$ cat config.mk
export PLATFORM = sky130hd
export DESIGN_NAME = shd_top
export DESIGN_NICKNAME = d
export VERILOG_FILES = /design/src/verilog/shd_pkg.sv /design/src/verilog/shd_top.sv /design/src/verilog/shd_seg_decode.sv
export SDC_FILE = /design/constraint.sdc
export NUM_CORES = 1
export LEC_CHECK = 0
export BUFFER_PORTS_ARGS = -buffer_cell sky130_fd_sc_hd__buf_2
export CORE_MARGIN = 3
export CORE_UTILIZATION = 30
export CTS_CLUSTER_SIZE = 20
export DETAILED_ROUTE_END_ITERATION = 8
export GPL_ROUTABILITY_DRIVEN = 0
export SETUP_SLACK_MARGIN = 0.1
export SYNTH_ARGS = -nofsm -noshare
export SYNTH_HDL_FRONTEND = slang
export SYNTH_HIERARCHICAL = 1
export SYNTH_SLANG_ARGS = --single-unit
$ cat constraint.sdc
create_clock -name mclk -period 4 [get_ports mclk]
set_input_delay 0.8 -clock mclk [delete_from_list [all_inputs] [get_ports mclk]]
set_output_delay 0.8 -clock mclk [all_outputs]
set_load 0.02 [all_outputs]
$ cat src/verilog/shd_pkg.sv
package shd_pkg;

  ////////////////////////////////////////////////////////////////////////////
  // Clock and timing
  localparam int unsigned CLK_PERIOD_NS      = 50;
  // Sampling timer overflow period, 32.768 ms
  localparam int unsigned SAMP_OVF_PERIOD_NS = 32768000;
  localparam int unsigned SAMP_OVF_CYCLES    = SAMP_OVF_PERIOD_NS / CLK_PERIOD_NS;
  // Sampling interval, 0.49152 s
  localparam int unsigned SAMP_INTERVAL_US   = 491520;
  localparam int unsigned OVF_PER_INTERVAL   = (SAMP_INTERVAL_US * 1000) / SAMP_OVF_PERIOD_NS;
  // Display timer overflow period, 2.048 ms
  localparam int unsigned DISP_OVF_PERIOD_NS = 2048000;
  localparam int unsigned DISP_OVF_CYCLES    = DISP_OVF_PERIOD_NS / CLK_PERIOD_NS;

  ////////////////////////////////////////////////////////////////////////////
  // Widths and field positions
  localparam int unsigned RESULT_W   = 10;
  localparam int unsigned SEG_W      = 8;
  localparam int unsigned POS_W      = 2;
  localparam int unsigned NUM_DIGITS = 3;
  localparam int unsigned NIBBLE_W   = 4;
  localparam int unsigned HEX_W      = NUM_DIGITS * NIBBLE_W;
  localparam int unsigned TMR_SAMP   = 0;
  localparam int unsigned TMR_DISP   = 1;
  localparam int unsigned NUM_TMR    = 2;

  ////////////////////////////////////////////////////////////////////////////
  // Reset values and codes
  localparam logic [RESULT_W-1:0] RESULT_RST = 10'h000;
  localparam logic [SEG_W-1:0]    SEG_BLANK  = 8'h00;
  localparam logic [POS_W-1:0]    POS_RST    = 2'h0;
  localparam logic [POS_W-1:0]    POS_BLANK  = 2'h3;

  // Segment pattern per hex digit, bit 0 is segment a
  localparam logic [SEG_W-1:0] SEG_TABLE [16] = '{
    8'h3F, 8'h06, 8'h5B, 8'h4F, 8'h66, 8'h6D, 8'h7D, 8'h27,
    8'h7F, 8'h6F, 8'h77, 8'h7C, 8'h39, 8'h5E, 8'h79, 8'h71
  };

  // Sampling sequencer states, one bit changes on each step except CONV to WAIT
  typedef enum logic [1:0] {
    SHD_ST_WAIT  = 2'b00,
    SHD_ST_START = 2'b01,
    SHD_ST_CONV  = 2'b11
  } shd_state_t;

endpackage

$ cat src/verilog/shd_top.sv
`timescale 1ns/1ps
module shd_top #(
  parameter int unsigned SAMP_CYC = shd_pkg::SAMP_OVF_CYCLES,
  parameter int unsigned DISP_CYC = shd_pkg::DISP_OVF_CYCLES,
  parameter int unsigned OVF_NUM  = shd_pkg::OVF_PER_INTERVAL
) (
  input  wire logic       mclk,
  input  wire logic       rst_n,
  input  wire logic       sensorConvDone,
  input  wire logic [9:0] sensorSampleData,
  output logic            sensorConvStart,
  output logic      [7:0] segmentLines,
  output logic            digitSelectBit0,
  output logic            digitSelectBit1
);

  localparam int unsigned SW = $clog2(SAMP_CYC);
  localparam int unsigned DW = $clog2(DISP_CYC);
  localparam int unsigned IW = $clog2(OVF_NUM);
  localparam logic [SW-1:0] SAMP_TOP = SW'(SAMP_CYC - 1);
  localparam logic [DW-1:0] DISP_TOP = DW'(DISP_CYC - 1);
  localparam logic [IW-1:0] INT_TOP  = IW'(OVF_NUM - 1);
  localparam logic [shd_pkg::POS_W-1:0] POS_BLANK = shd_pkg::POS_BLANK;

  logic [SW-1:0]                   sampCnt_ff;
  logic [DW-1:0]                   dispCnt_ff;
  logic [IW-1:0]                   intCnt_ff;
  logic [shd_pkg::NUM_TMR-1:0]     ovfFlag_ff;
  logic [shd_pkg::NUM_TMR-1:0]     readArm_ff;
  logic [shd_pkg::NUM_TMR-1:0]     timerOvf;
  logic [shd_pkg::NUM_TMR-1:0]     pollHit;
  shd_pkg::shd_state_t             state_ff;
  shd_pkg::shd_state_t             nxt_state;
  logic                            convStart_ff;
  logic                            doneSeen_ff;
  logic [shd_pkg::RESULT_W-1:0]    sampleHold_ff;
  logic [shd_pkg::RESULT_W-1:0]    result_ff;
  logic [shd_pkg::POS_W-1:0]       position_ff;
  logic [shd_pkg::SEG_W-1:0]       segments_ff;
  logic [shd_pkg::SEG_W-1:0]       nxt_segments;
  logic [shd_pkg::POS_W-1:0]       nxt_position;
  logic [shd_pkg::HEX_W-1:0]       hexValue;
  logic [shd_pkg::NIBBLE_W-1:0]    nibble [shd_pkg::NUM_DIGITS];
  logic [shd_pkg::NIBBLE_W-1:0]    selNibble;
  logic                            intWrap;
  logic                            latchNow;
  logic                            nxtBlank;

  ////////////////////////////////////////////////////////////////////////////
  // Free-running timers, overflow at the top count
  assign timerOvf[shd_pkg::TMR_SAMP] = (sampCnt_ff == SAMP_TOP);
  assign timerOvf[shd_pkg::TMR_DISP] = (dispCnt_ff == DISP_TOP);

  always_ff @(posedge mclk or negedge rst_n) begin
    if (!rst_n) begin
      sampCnt_ff <= '0;
      dispCnt_ff <= '0;
    end else begin
      sampCnt_ff <= timerOvf[shd_pkg::TMR_SAMP] ? '0 : sampCnt_ff + 1'b1;
      dispCnt_ff <= timerOvf[shd_pkg::TMR_DISP] ? '0 : dispCnt_ff + 1'b1;
    end
  end

  ////////////////////////////////////////////////////////////////////////////
  // Overflow flags: set on overflow, read while set, then cleared
  generate
    for (genvar t = 0; t < shd_pkg::NUM_TMR; t++) begin : g_flag
      // Poll sees the flag set and arms the zero write
      assign pollHit[t] = ovfFlag_ff[t] & ~readArm_ff[t];

      always_ff @(posedge mclk or negedge rst_n) begin
        if (!rst_n) begin
          ovfFlag_ff[t] <= 1'b0;
          readArm_ff[t] <= 1'b0;
        end else begin
          // New overflow wins over the clearing write
          ovfFlag_ff[t] <= timerOvf[t] | (ovfFlag_ff[t] & ~readArm_ff[t]);
          readArm_ff[t] <= pollHit[t];
        end
      end
    end
  endgenerate

  ////////////////////////////////////////////////////////////////////////////
  // Sampling sequencer, leaves WAIT and CONV only on polls of the sampling flag
  assign intWrap  = pollHit[shd_pkg::TMR_SAMP] & (intCnt_ff == INT_TOP);
  assign latchNow = pollHit[shd_pkg::TMR_SAMP] & ~intWrap
                  & (state_ff == shd_pkg::SHD_ST_CONV) & doneSeen_ff;

  // Next state
  always_comb begin
    nxt_state = state_ff;
    case (state_ff)
      shd_pkg::SHD_ST_WAIT: begin
        if (intWrap) begin
          nxt_state = shd_pkg::SHD_ST_START;
        end
      end
      shd_pkg::SHD_ST_START: begin
        nxt_state = shd_pkg::SHD_ST_CONV;
      end
      shd_pkg::SHD_ST_CONV: begin
        if (intWrap) begin
          nxt_state = shd_pkg::SHD_ST_START;
        end else if (latchNow) begin
          nxt_state = shd_pkg::SHD_ST_WAIT;
        end
      end
      default: begin
        nxt_state = shd_pkg::SHD_ST_WAIT;
      end
    endcase
  end

  // Interval counter and state
  always_ff @(posedge mclk or negedge rst_n) begin
    if (!rst_n) begin
      state_ff  <= shd_pkg::SHD_ST_WAIT;
      intCnt_ff <= '0;
    end else begin
      state_ff <= nxt_state;
      if (pollHit[shd_pkg::TMR_SAMP]) begin
        intCnt_ff <= intWrap ? '0 : intCnt_ff + 1'b1;
      end
    end
  end

  // Start pulse, done capture and result
  always_ff @(posedge mclk or negedge rst_n) begin
    if (!rst_n) begin
      convStart_ff  <= 1'b0;
      doneSeen_ff   <= 1'b0;
      sampleHold_ff <= shd_pkg::RESULT_RST;
      result_ff     <= shd_pkg::RESULT_RST;
    end else begin
      convStart_ff <= (state_ff == shd_pkg::SHD_ST_START);
      // Done wins over the clear
      doneSeen_ff  <= sensorConvDone | (doneSeen_ff & ~latchNow
                      & (state_ff != shd_pkg::SHD_ST_START));
      if (sensorConvDone) begin
        sampleHold_ff <= sensorSampleData;
      end
      if (latchNow) begin
        result_ff <= sampleHold_ff;
      end
    end
  end

  ////////////////////////////////////////////////////////////////////////////
  // Hex digits, lowest digit on the first position
  assign hexValue = {{(shd_pkg::HEX_W - shd_pkg::RESULT_W){1'b0}}, result_ff};

  generate
    for (genvar d = 0; d < shd_pkg::NUM_DIGITS; d++) begin : g_nib
      assign nibble[d] = hexValue[d*shd_pkg::NIBBLE_W +: shd_pkg::NIBBLE_W];
    end
  endgenerate

  assign nxt_position = position_ff + 1'b1;
  assign nxtBlank     = (nxt_position == POS_BLANK);
  assign selNibble    = nxtBlank ? '0 : nibble[nxt_position];

  // Segment pattern for the position about to light
  shd_seg_decode shd_seg_decode_i (
    .hexDigit (selNibble),
    .blank    (nxtBlank),
    .segments (nxt_segments)
  );

  // Position and segment lines change together on each display poll
  always_ff @(posedge mclk or negedge rst_n) begin
    if (!rst_n) begin
      position_ff <= POS_BLANK;
      segments_ff <= shd_pkg::SEG_BLANK;
    end else if (pollHit[shd_pkg::TMR_DISP]) begin
      position_ff <= nxt_position;
      segments_ff <= nxt_segments;
    end
  end

  // Outputs straight from flops
  assign sensorConvStart = convStart_ff;
  assign segmentLines    = segments_ff;
  assign digitSelectBit0 = position_ff[0];
  assign digitSelectBit1 = position_ff[1];

  ////////////////////////////////////////////////////////////////////////////
  // Checks
  property p_start_on_interval;
    @(posedge mclk) disable iff (!rst_n)
    $rose(sensorConvStart) |-> $past(intWrap, 2);
  endproperty
  a_start_on_interval: assert property (p_start_on_interval)
    else $error("conversion start not on interval wrap");

  property p_samp_ovf;
    @(posedge mclk) disable iff (!rst_n)
    (sampCnt_ff == SAMP_TOP) |=> (sampCnt_ff == '0) && ovfFlag_ff[shd_pkg::TMR_SAMP];
  endproperty
  a_samp_ovf: assert property (p_samp_ovf)
    else $error("sampling overflow missed");

  property p_digit_value;
    @(posedge mclk) disable iff (!rst_n)
    (pollHit[shd_pkg::TMR_DISP] && nxt_position == 2'h0)
      |=> segmentLines == shd_pkg::SEG_TABLE[$past(result_ff[3:0])];
  endproperty
  a_digit_value: assert property (p_digit_value)
    else $error("first position shows wrong digit");

  property p_select_order;
    @(posedge mclk) disable iff (!rst_n)
    pollHit[shd_pkg::TMR_DISP]
      |=> {digitSelectBit1, digitSelectBit0} == $past(position_ff) + 2'h1;
  endproperty
  a_select_order: assert property (p_select_order)
    else $error("display position out of order");

  property p_select_stable;
    @(posedge mclk) disable iff (!rst_n)
    !pollHit[shd_pkg::TMR_DISP] |=> $stable(position_ff) && $stable(segmentLines);
  endproperty
  a_select_stable: assert property (p_select_stable)
    else $error("select or segments moved between advances");

  property p_blank_fourth;
    @(posedge mclk) disable iff (!rst_n)
    (position_ff == POS_BLANK) |-> segmentLines == shd_pkg::SEG_BLANK;
  endproperty
  a_blank_fourth: assert property (p_blank_fourth)
    else $error("fourth position not dark");

  property p_result_on_poll;
    @(posedge mclk) disable iff (!rst_n)
    !$stable(result_ff) |-> $past(pollHit[shd_pkg::TMR_SAMP]) && $past(doneSeen_ff);
  endproperty
  a_result_on_poll: assert property (p_result_on_poll)
    else $error("result changed without a flag poll");

  property p_flag_clear;
    @(posedge mclk) disable iff (!rst_n)
    $fell(ovfFlag_ff[shd_pkg::TMR_DISP]) |-> $past(readArm_ff[shd_pkg::TMR_DISP]);
  endproperty
  a_flag_clear: assert property (p_flag_clear)
    else $error("display flag cleared without prior read");

  property p_flag_set_wins;
    @(posedge mclk) disable iff (!rst_n)
    timerOvf[shd_pkg::TMR_DISP] |=> ovfFlag_ff[shd_pkg::TMR_DISP] ##1 readArm_ff[shd_pkg::TMR_DISP];
  endproperty
  a_flag_set_wins: assert property (p_flag_set_wins)
    else $error("display overflow lost");

endmodule

$ cat src/verilog/shd_seg_decode.sv
`timescale 1ns/1ps
module shd_seg_decode (
  input  wire logic [3:0] hexDigit,
  input  wire logic       blank,
  output logic      [7:0] segments
);

  // Table lookup, dark when blanked
  assign segments = blank ? shd_pkg::SEG_BLANK : shd_pkg::SEG_TABLE[hexDigit];

endmodule

* Word level (Yosys, flattened, before mapping) *
Memories as Yosys holds them, arrays and structs flattened.
Cells that the tools add are included.

cells by class
  bitwise operators = 17
  muxes and demuxes = 14
  $lt $le $gt $ge = 2
  reductions and logical operators = 2
  add/sub/neg operators = 4
  eq/ne operators = 9

operator list
  kind                                                                    number
  8-bit 2-to-1 mux                                                        3
  20-bit by 1-bit adder with 20-bit output (second input constant)        1
  20-bit equality test (second input constant)                            1
  20-bit 2-to-1 mux                                                       1
  16-bit by 1-bit adder with 16-bit output (second input constant)        1
  16-bit equality test (second input constant)                            1
  16-bit 2-to-1 mux                                                       1
  4-bit 2-to-1 mux                                                        4
  1-bit bitwise AND                                                       8
  4-bit binary-select mux with 2-bit select                               1
  2-bit 2-to-1 mux                                                        3
  2-bit case mux with 3 select lines                                      1
  5-bit greater-or-equal comparator (second input constant)               1
  4-bit NOT with 5-bit output                                             1
  4-bit by 1-bit adder with 4-bit output (second input constant)          1
  2-bit equality test (second input constant)                             2
  4-bit equality test (second input constant)                             1
  1-bit NOT                                                               4
  3-bit greater-or-equal comparator (second input constant)               1
  3-bit inequality test (second input constant)                           1
  2-bit NOT with 3-bit output                                             1
  1-bit bitwise OR                                                        3
  2-bit by 1-bit adder with 2-bit output (second input constant)          1
  2-bit by 1-bit equality test with 1-bit output (second input constant)  1
  other kinds (4)                                                         4

word-level totals
  output and inout port bits = 11
  memory bits (read-only) = 128
  memories = 1
  input bits = 13
  register bits = 78
  word-level logic and storage cells = 63

memories
  memory           words  width  read ports  clocked after Yosys merged registers in  wr ports  RTL line             source
  (no name shown)  16     8      1           0                                        0         shd_seg_decode.sv:9  assign segments = blank ? shd_pkg::SEG_BLANK : shd_pkg::SEG_TABLE[hexDigit];

* Longest topological paths before layout *
  word-level depth = 11
  gate-level depth with buffers = 12
  mapped depth without buffers = 12

* Modules after synthesis *
Netlist, hierarchy kept.

modules (own cells, without submodules)
  module          cells an instance  times used  seq. area each (um2)  area each (um2)
  shd_top         283                1           1,954.4               3,379.5
  shd_seg_decode  33                 1           0.0                   270.3

* Worst setup path before layout *
No wires, ideal clock.

  path type = register -> register
  start = register position_ff[0] (netlist name)
  end = register segments_ff (netlist bit segmentLines[3])
  clock period less this slack = 2,743 ps
  cell stages (with the launch flop) = 12
  arrival = 2,678 ps
  data required time = 3,935 ps
  setup slack = 1,257 ps
  cells stage by stage = dfstp_2 -> inv_1 -> ha_1 -> nor2b_1 -> a21oi_1 -> nor2_1 -> inv_1 -> ha_1 -> inv_1 -> mux4_1 -> nor2_1 -> mux2_2

on the way
  longest elaborated chain between the ends = 11
  elaborated cells between the ends (all ways) = 12
  those cells by class = add/sub: 1; eq/ne: 1; mux: 7; bitwise: 2; memory: 1

ends and longest elaborated chain
  what                                                      RTL line             source
  start: declaration                                        shd_top.sv:38        logic [shd_pkg::POS_W-1:0] position_ff;
  start signal: assignment                                  shd_top.sv:176       position_ff <= nxt_position;
  2-bit by 1-bit adder with 2-bit output (*)                shd_top.sv:159       assign nxt_position = position_ff + 1'b1;
  via nxt_position, one bit                                 shd_top.sv:41        logic [shd_pkg::POS_W-1:0] nxt_position;
  2-bit NOT with 3-bit output (implied by the code)         shd_top.sv:161       assign selNibble = nxtBlank ? '0 : nibble[nxt_position];
  4-bit binary-select mux with 2-bit select                 shd_top.sv:161
  4-bit 2-to-1 mux (implied by the code) (2 in series)      shd_top.sv:161
  4-bit 2-to-1 mux (*)                                      shd_top.sv:161
  via selNibble, one bit                                    shd_top.sv:44        logic [shd_pkg::NIBBLE_W-1:0] selNibble;
  4-bit NOT with 5-bit output (implied by the code) (*)     shd_seg_decode.sv:9
  memory 16 x 8 bit (*)                                     --
  8-bit 2-to-1 mux (implied by the code) (*) (2 in series)  shd_seg_decode.sv:9
  8-bit 2-to-1 mux (*)                                      shd_seg_decode.sv:9
  via nxt_segments, one bit                                 shd_top.sv:40        logic [shd_pkg::SEG_W-1:0] nxt_segments;
  end signal: assignment                                    shd_top.sv:174       segments_ff <= shd_pkg::SEG_BLANK;
  end signal: assignment                                    shd_top.sv:177       segments_ff <= nxt_segments;
  end: declaration                                          shd_top.sv:39        logic [shd_pkg::SEG_W-1:0] segments_ff;

Mark *: on every way through the listed nets, which the timed path passes. The rest lies on a longest branch. The select of a mux whose other input is x is not followed.
A chain may end at the register's enable or synchronous reset.

* Worst setup path in the final report *
Ends and elaborated chain as after synthesis.

==> results.cfg <==
[sta]
tightest_slew_ps = 1070
fin_skew_ps = 9.38
clock.fmax_ghz = 0.341
hold_violations = 0
rsz0062_at_grt = no
drv_slew = 0
relSlewSlack = 0.282
fin_ws_ps = 1070
setup_tns_ps = 0
period_share = 0.733
setup_viol = 0
hold-worst-slack_ps = 478
layout_min_cycle_time_ps = 2930

[synth]
postSynth.asyncResetShare = 1.00
yosysWarnings = 6
yosys.area.top_type = dfrtp_1
synth_nets = 340
ys_seq_area_frac = 0.535
synth_area_leaders = dfrtp_1 (52%), mux2_2 (8.9%), xnor2_1 (3.8%)
synth.distinct_cells = 45
netlist_instances = 316
netlist_area_um2 = 3650
synth_edf_count = 0
yosysTopAreaCellShare = 0.521
synth_ff_type = dfrtp_1
syn_avg_cell_area_um2 = 11.5
ys_seq_elements = 78

[finish]
fin_nets = 366
antenna_cells = 0
multi_input_area_um2 = 1620
mostFrequentLayoutCell = dfrtp_1
area_growth_pct = 15.3
regArea_um2 = 1950
layout-drive-gt1-share = 0.213
fin_util = 0.361
mostFrequentLayoutCells = dfrtp_1 (76), nor2_1 (34), mux2_2 (29)
final.fill_count = 1128

[power_and_ir_drop]
power_leakage_nw = 1.91
p_sw_mw = 0.349
powerDensity_nw_per_um2 = 397
p_sw_frac = 0.209
clkPwrFrac = 0.498
ir_worst_vdd_v = 0.000241
internal_power_mw = 1.32
combPwrFrac = 0.020
total_power_mw = 1.67
seqPwrFrac = 0.481

[drt]
drc = 0
avgViaCountPerCell = 4.92
ant_nets = 0
first_pass_iters = 6
wirelength_um = 6430
drt_iter0_drc = 139
vias = 2413
avgRoutedWirePerCell_um = 13.1

[floorplan]
core_um2 = 11700
start_util = 0.313
num_io_pins = 24
dieArea_um2 = 13500
die_w_um = 116
die_y_um = 116
fp-row-count = 39

[clocking]
postCtsSetupRepairBufs = 0
cts_hold_buf = 0
cts_root_buf = clkbuf_16
post_cts_resized = 0
clk_latency_ps = 330
cts_tree = built
clk_path_buf_depth = 2
cts_num_sinks = 78
clkSlewWorstSetupHoldPaths_ps = 60
cts_buffers = 9
htreeDepth = 3

[min_path]
min-delay-path-class = register to register
hp-start = dispCnt_ff[12]$_DFF_PN0_

[critical_path]
crit_family = adder cells
crit_top_cell = inv_1
cp.required_ps = 4270
crit_fanout = 5
startpoint_type = register
path_buf_inv = 3
slowest_stage = dfstp_2
critical_path.cell_chain = inv_1, ha_1, nor2b_1, a21oi_1, nor2_1, inv_1, ha_1, inv_1, mux4_1, nor2_1, mux2_2
critPathLaunch = position_ff[0]$_DFFE_PN1P_
cp.arrival_ps = 3200
endpoint_kind = register
worstSetupPathType = register to register
r2r_start = position_ff[0]$_DFFE_PN1P_
slowest_delay_ps = 570

[global_routing]
met1_usage = 0.136
grtUsageMet2 = 0.163
antenna_found_initial = 0
grt.total_usage = 0.103
grt-ovfl-total = 0
grt_first_pass_wirelength_um = 11100
grt-busiest-layer = met2
first_global_vias = 2378
met3_usage = 0.0301
grt_max_degree = 79

[run_status]
status = complete, no violations

[flow_run]
maxCapViolations = 0

[place]
dpl.hpwl_um = 4350
port_buffers = 23
place_ws_ps = 1090
-- final timing paths --
check | endpoint | depth (start not counted) | slack, ps
worst max register to register | segmentLines[3]$_DFFE_PN0P_ | 11 | 1070
max in group asynchronous | dispCnt_ff[12]$_DFF_PN0_ | 1 | 2750
worst min register to register | dispCnt_ff[12]$_DFF_PN0_ | 1 | 480
min in group asynchronous | sampleHold_ff[5]$_DFFE_PN0P_ | 1 | 620
worst min-delay path | dispCnt_ff[12]$_DFF_PN0_ | 1 | 480
worst max-delay path | segmentLines[3]$_DFFE_PN0P_ | 11 | 1070
-- cells by family after synthesis --
group | synth area share
mux | 0.116
other cells | 0.00103
xor+xnor | 0.0720
flops | 0.535
fa+ha+maj | 0.0377
buf+inv | 0.0216
simple gates | 0.169
compound gates | 0.0473
-- cells in the mapped netlist (all sizes together) (4+ instances only) --
| cell type | instances |
|---|---|
| nor2b | 6 |
| and3 | 5 |
| or2 | 4 |
| nor4 | 5 |
| xor2 | 14 |
| nand4 | 12 |
| inv | 9 |
| nand3 | 17 |
| o21ai | 6 |
| mux2 | 29 |
| nand2 | 12 |
| nor3 | 6 |
| dfrtp | 76 |
| ha | 11 |
| xnor2 | 16 |
| and4 | 5 |
| buf | 5 |
| mux2i | 7 |
| nor2 | 34 |
| a21oi | 8 |
-- cell type report --
| type | count | share of cell area |
|---|---|---|
| clock buffer | 11 | 0.0577 |
| clock inverter | 5 | 0.0155 |
| timing repair buffer | 23 | 0.0279 |
| inverter | 9 | 0.00803 |
| tap | 143 | 0.0425 |
| multi-input combinational | 221 | 0.384 |
| sequential | 78 | 0.464 |
-- routing by layer --
metal | share of wire | up-vias
li1 | - | 1164
met2 | 0.46 | 45
met1 | 0.49 | 1197
met5 | 0 | -
met4 | 0.014 | 0
met3 | 0.041 | 7
-- power by group through the flow --
stage	registers, mW	logic [mW]	clock network [mW]
after global routing	0.804	0.0393	0.895
after floorplan	0.817	0.0129	0
final	0.804	0.0338	0.832
after global placement	0.819	0.0344	0
after detailed placement	0.819	0.0354	0
after CTS	0.804	0.0357	0.858
-- flip-flops by register name, summed over array words and instances (netlist names) --
name             flops
sampCnt_ff          20
dispCnt_ff          16
result_ff           10
sampleHold_ff       10
segmentLines         8
intCnt_ff            4
ovfFlag_ff           2
position_ff          2
readArm_ff           2
state_ff             2
doneSeen_ff          1
sensorConvStart      1
-- per-stage QoR --
step,instances,area (um2)
4_1_cts,490,4210
5_1_grt,490,4210
6_report,490,4210
3_5_place_dp,474,3900
2_1_floorplan,316,3650
3_3_place_gp,474,3900
No activity file was read; power rests on OpenSTA's default activity.
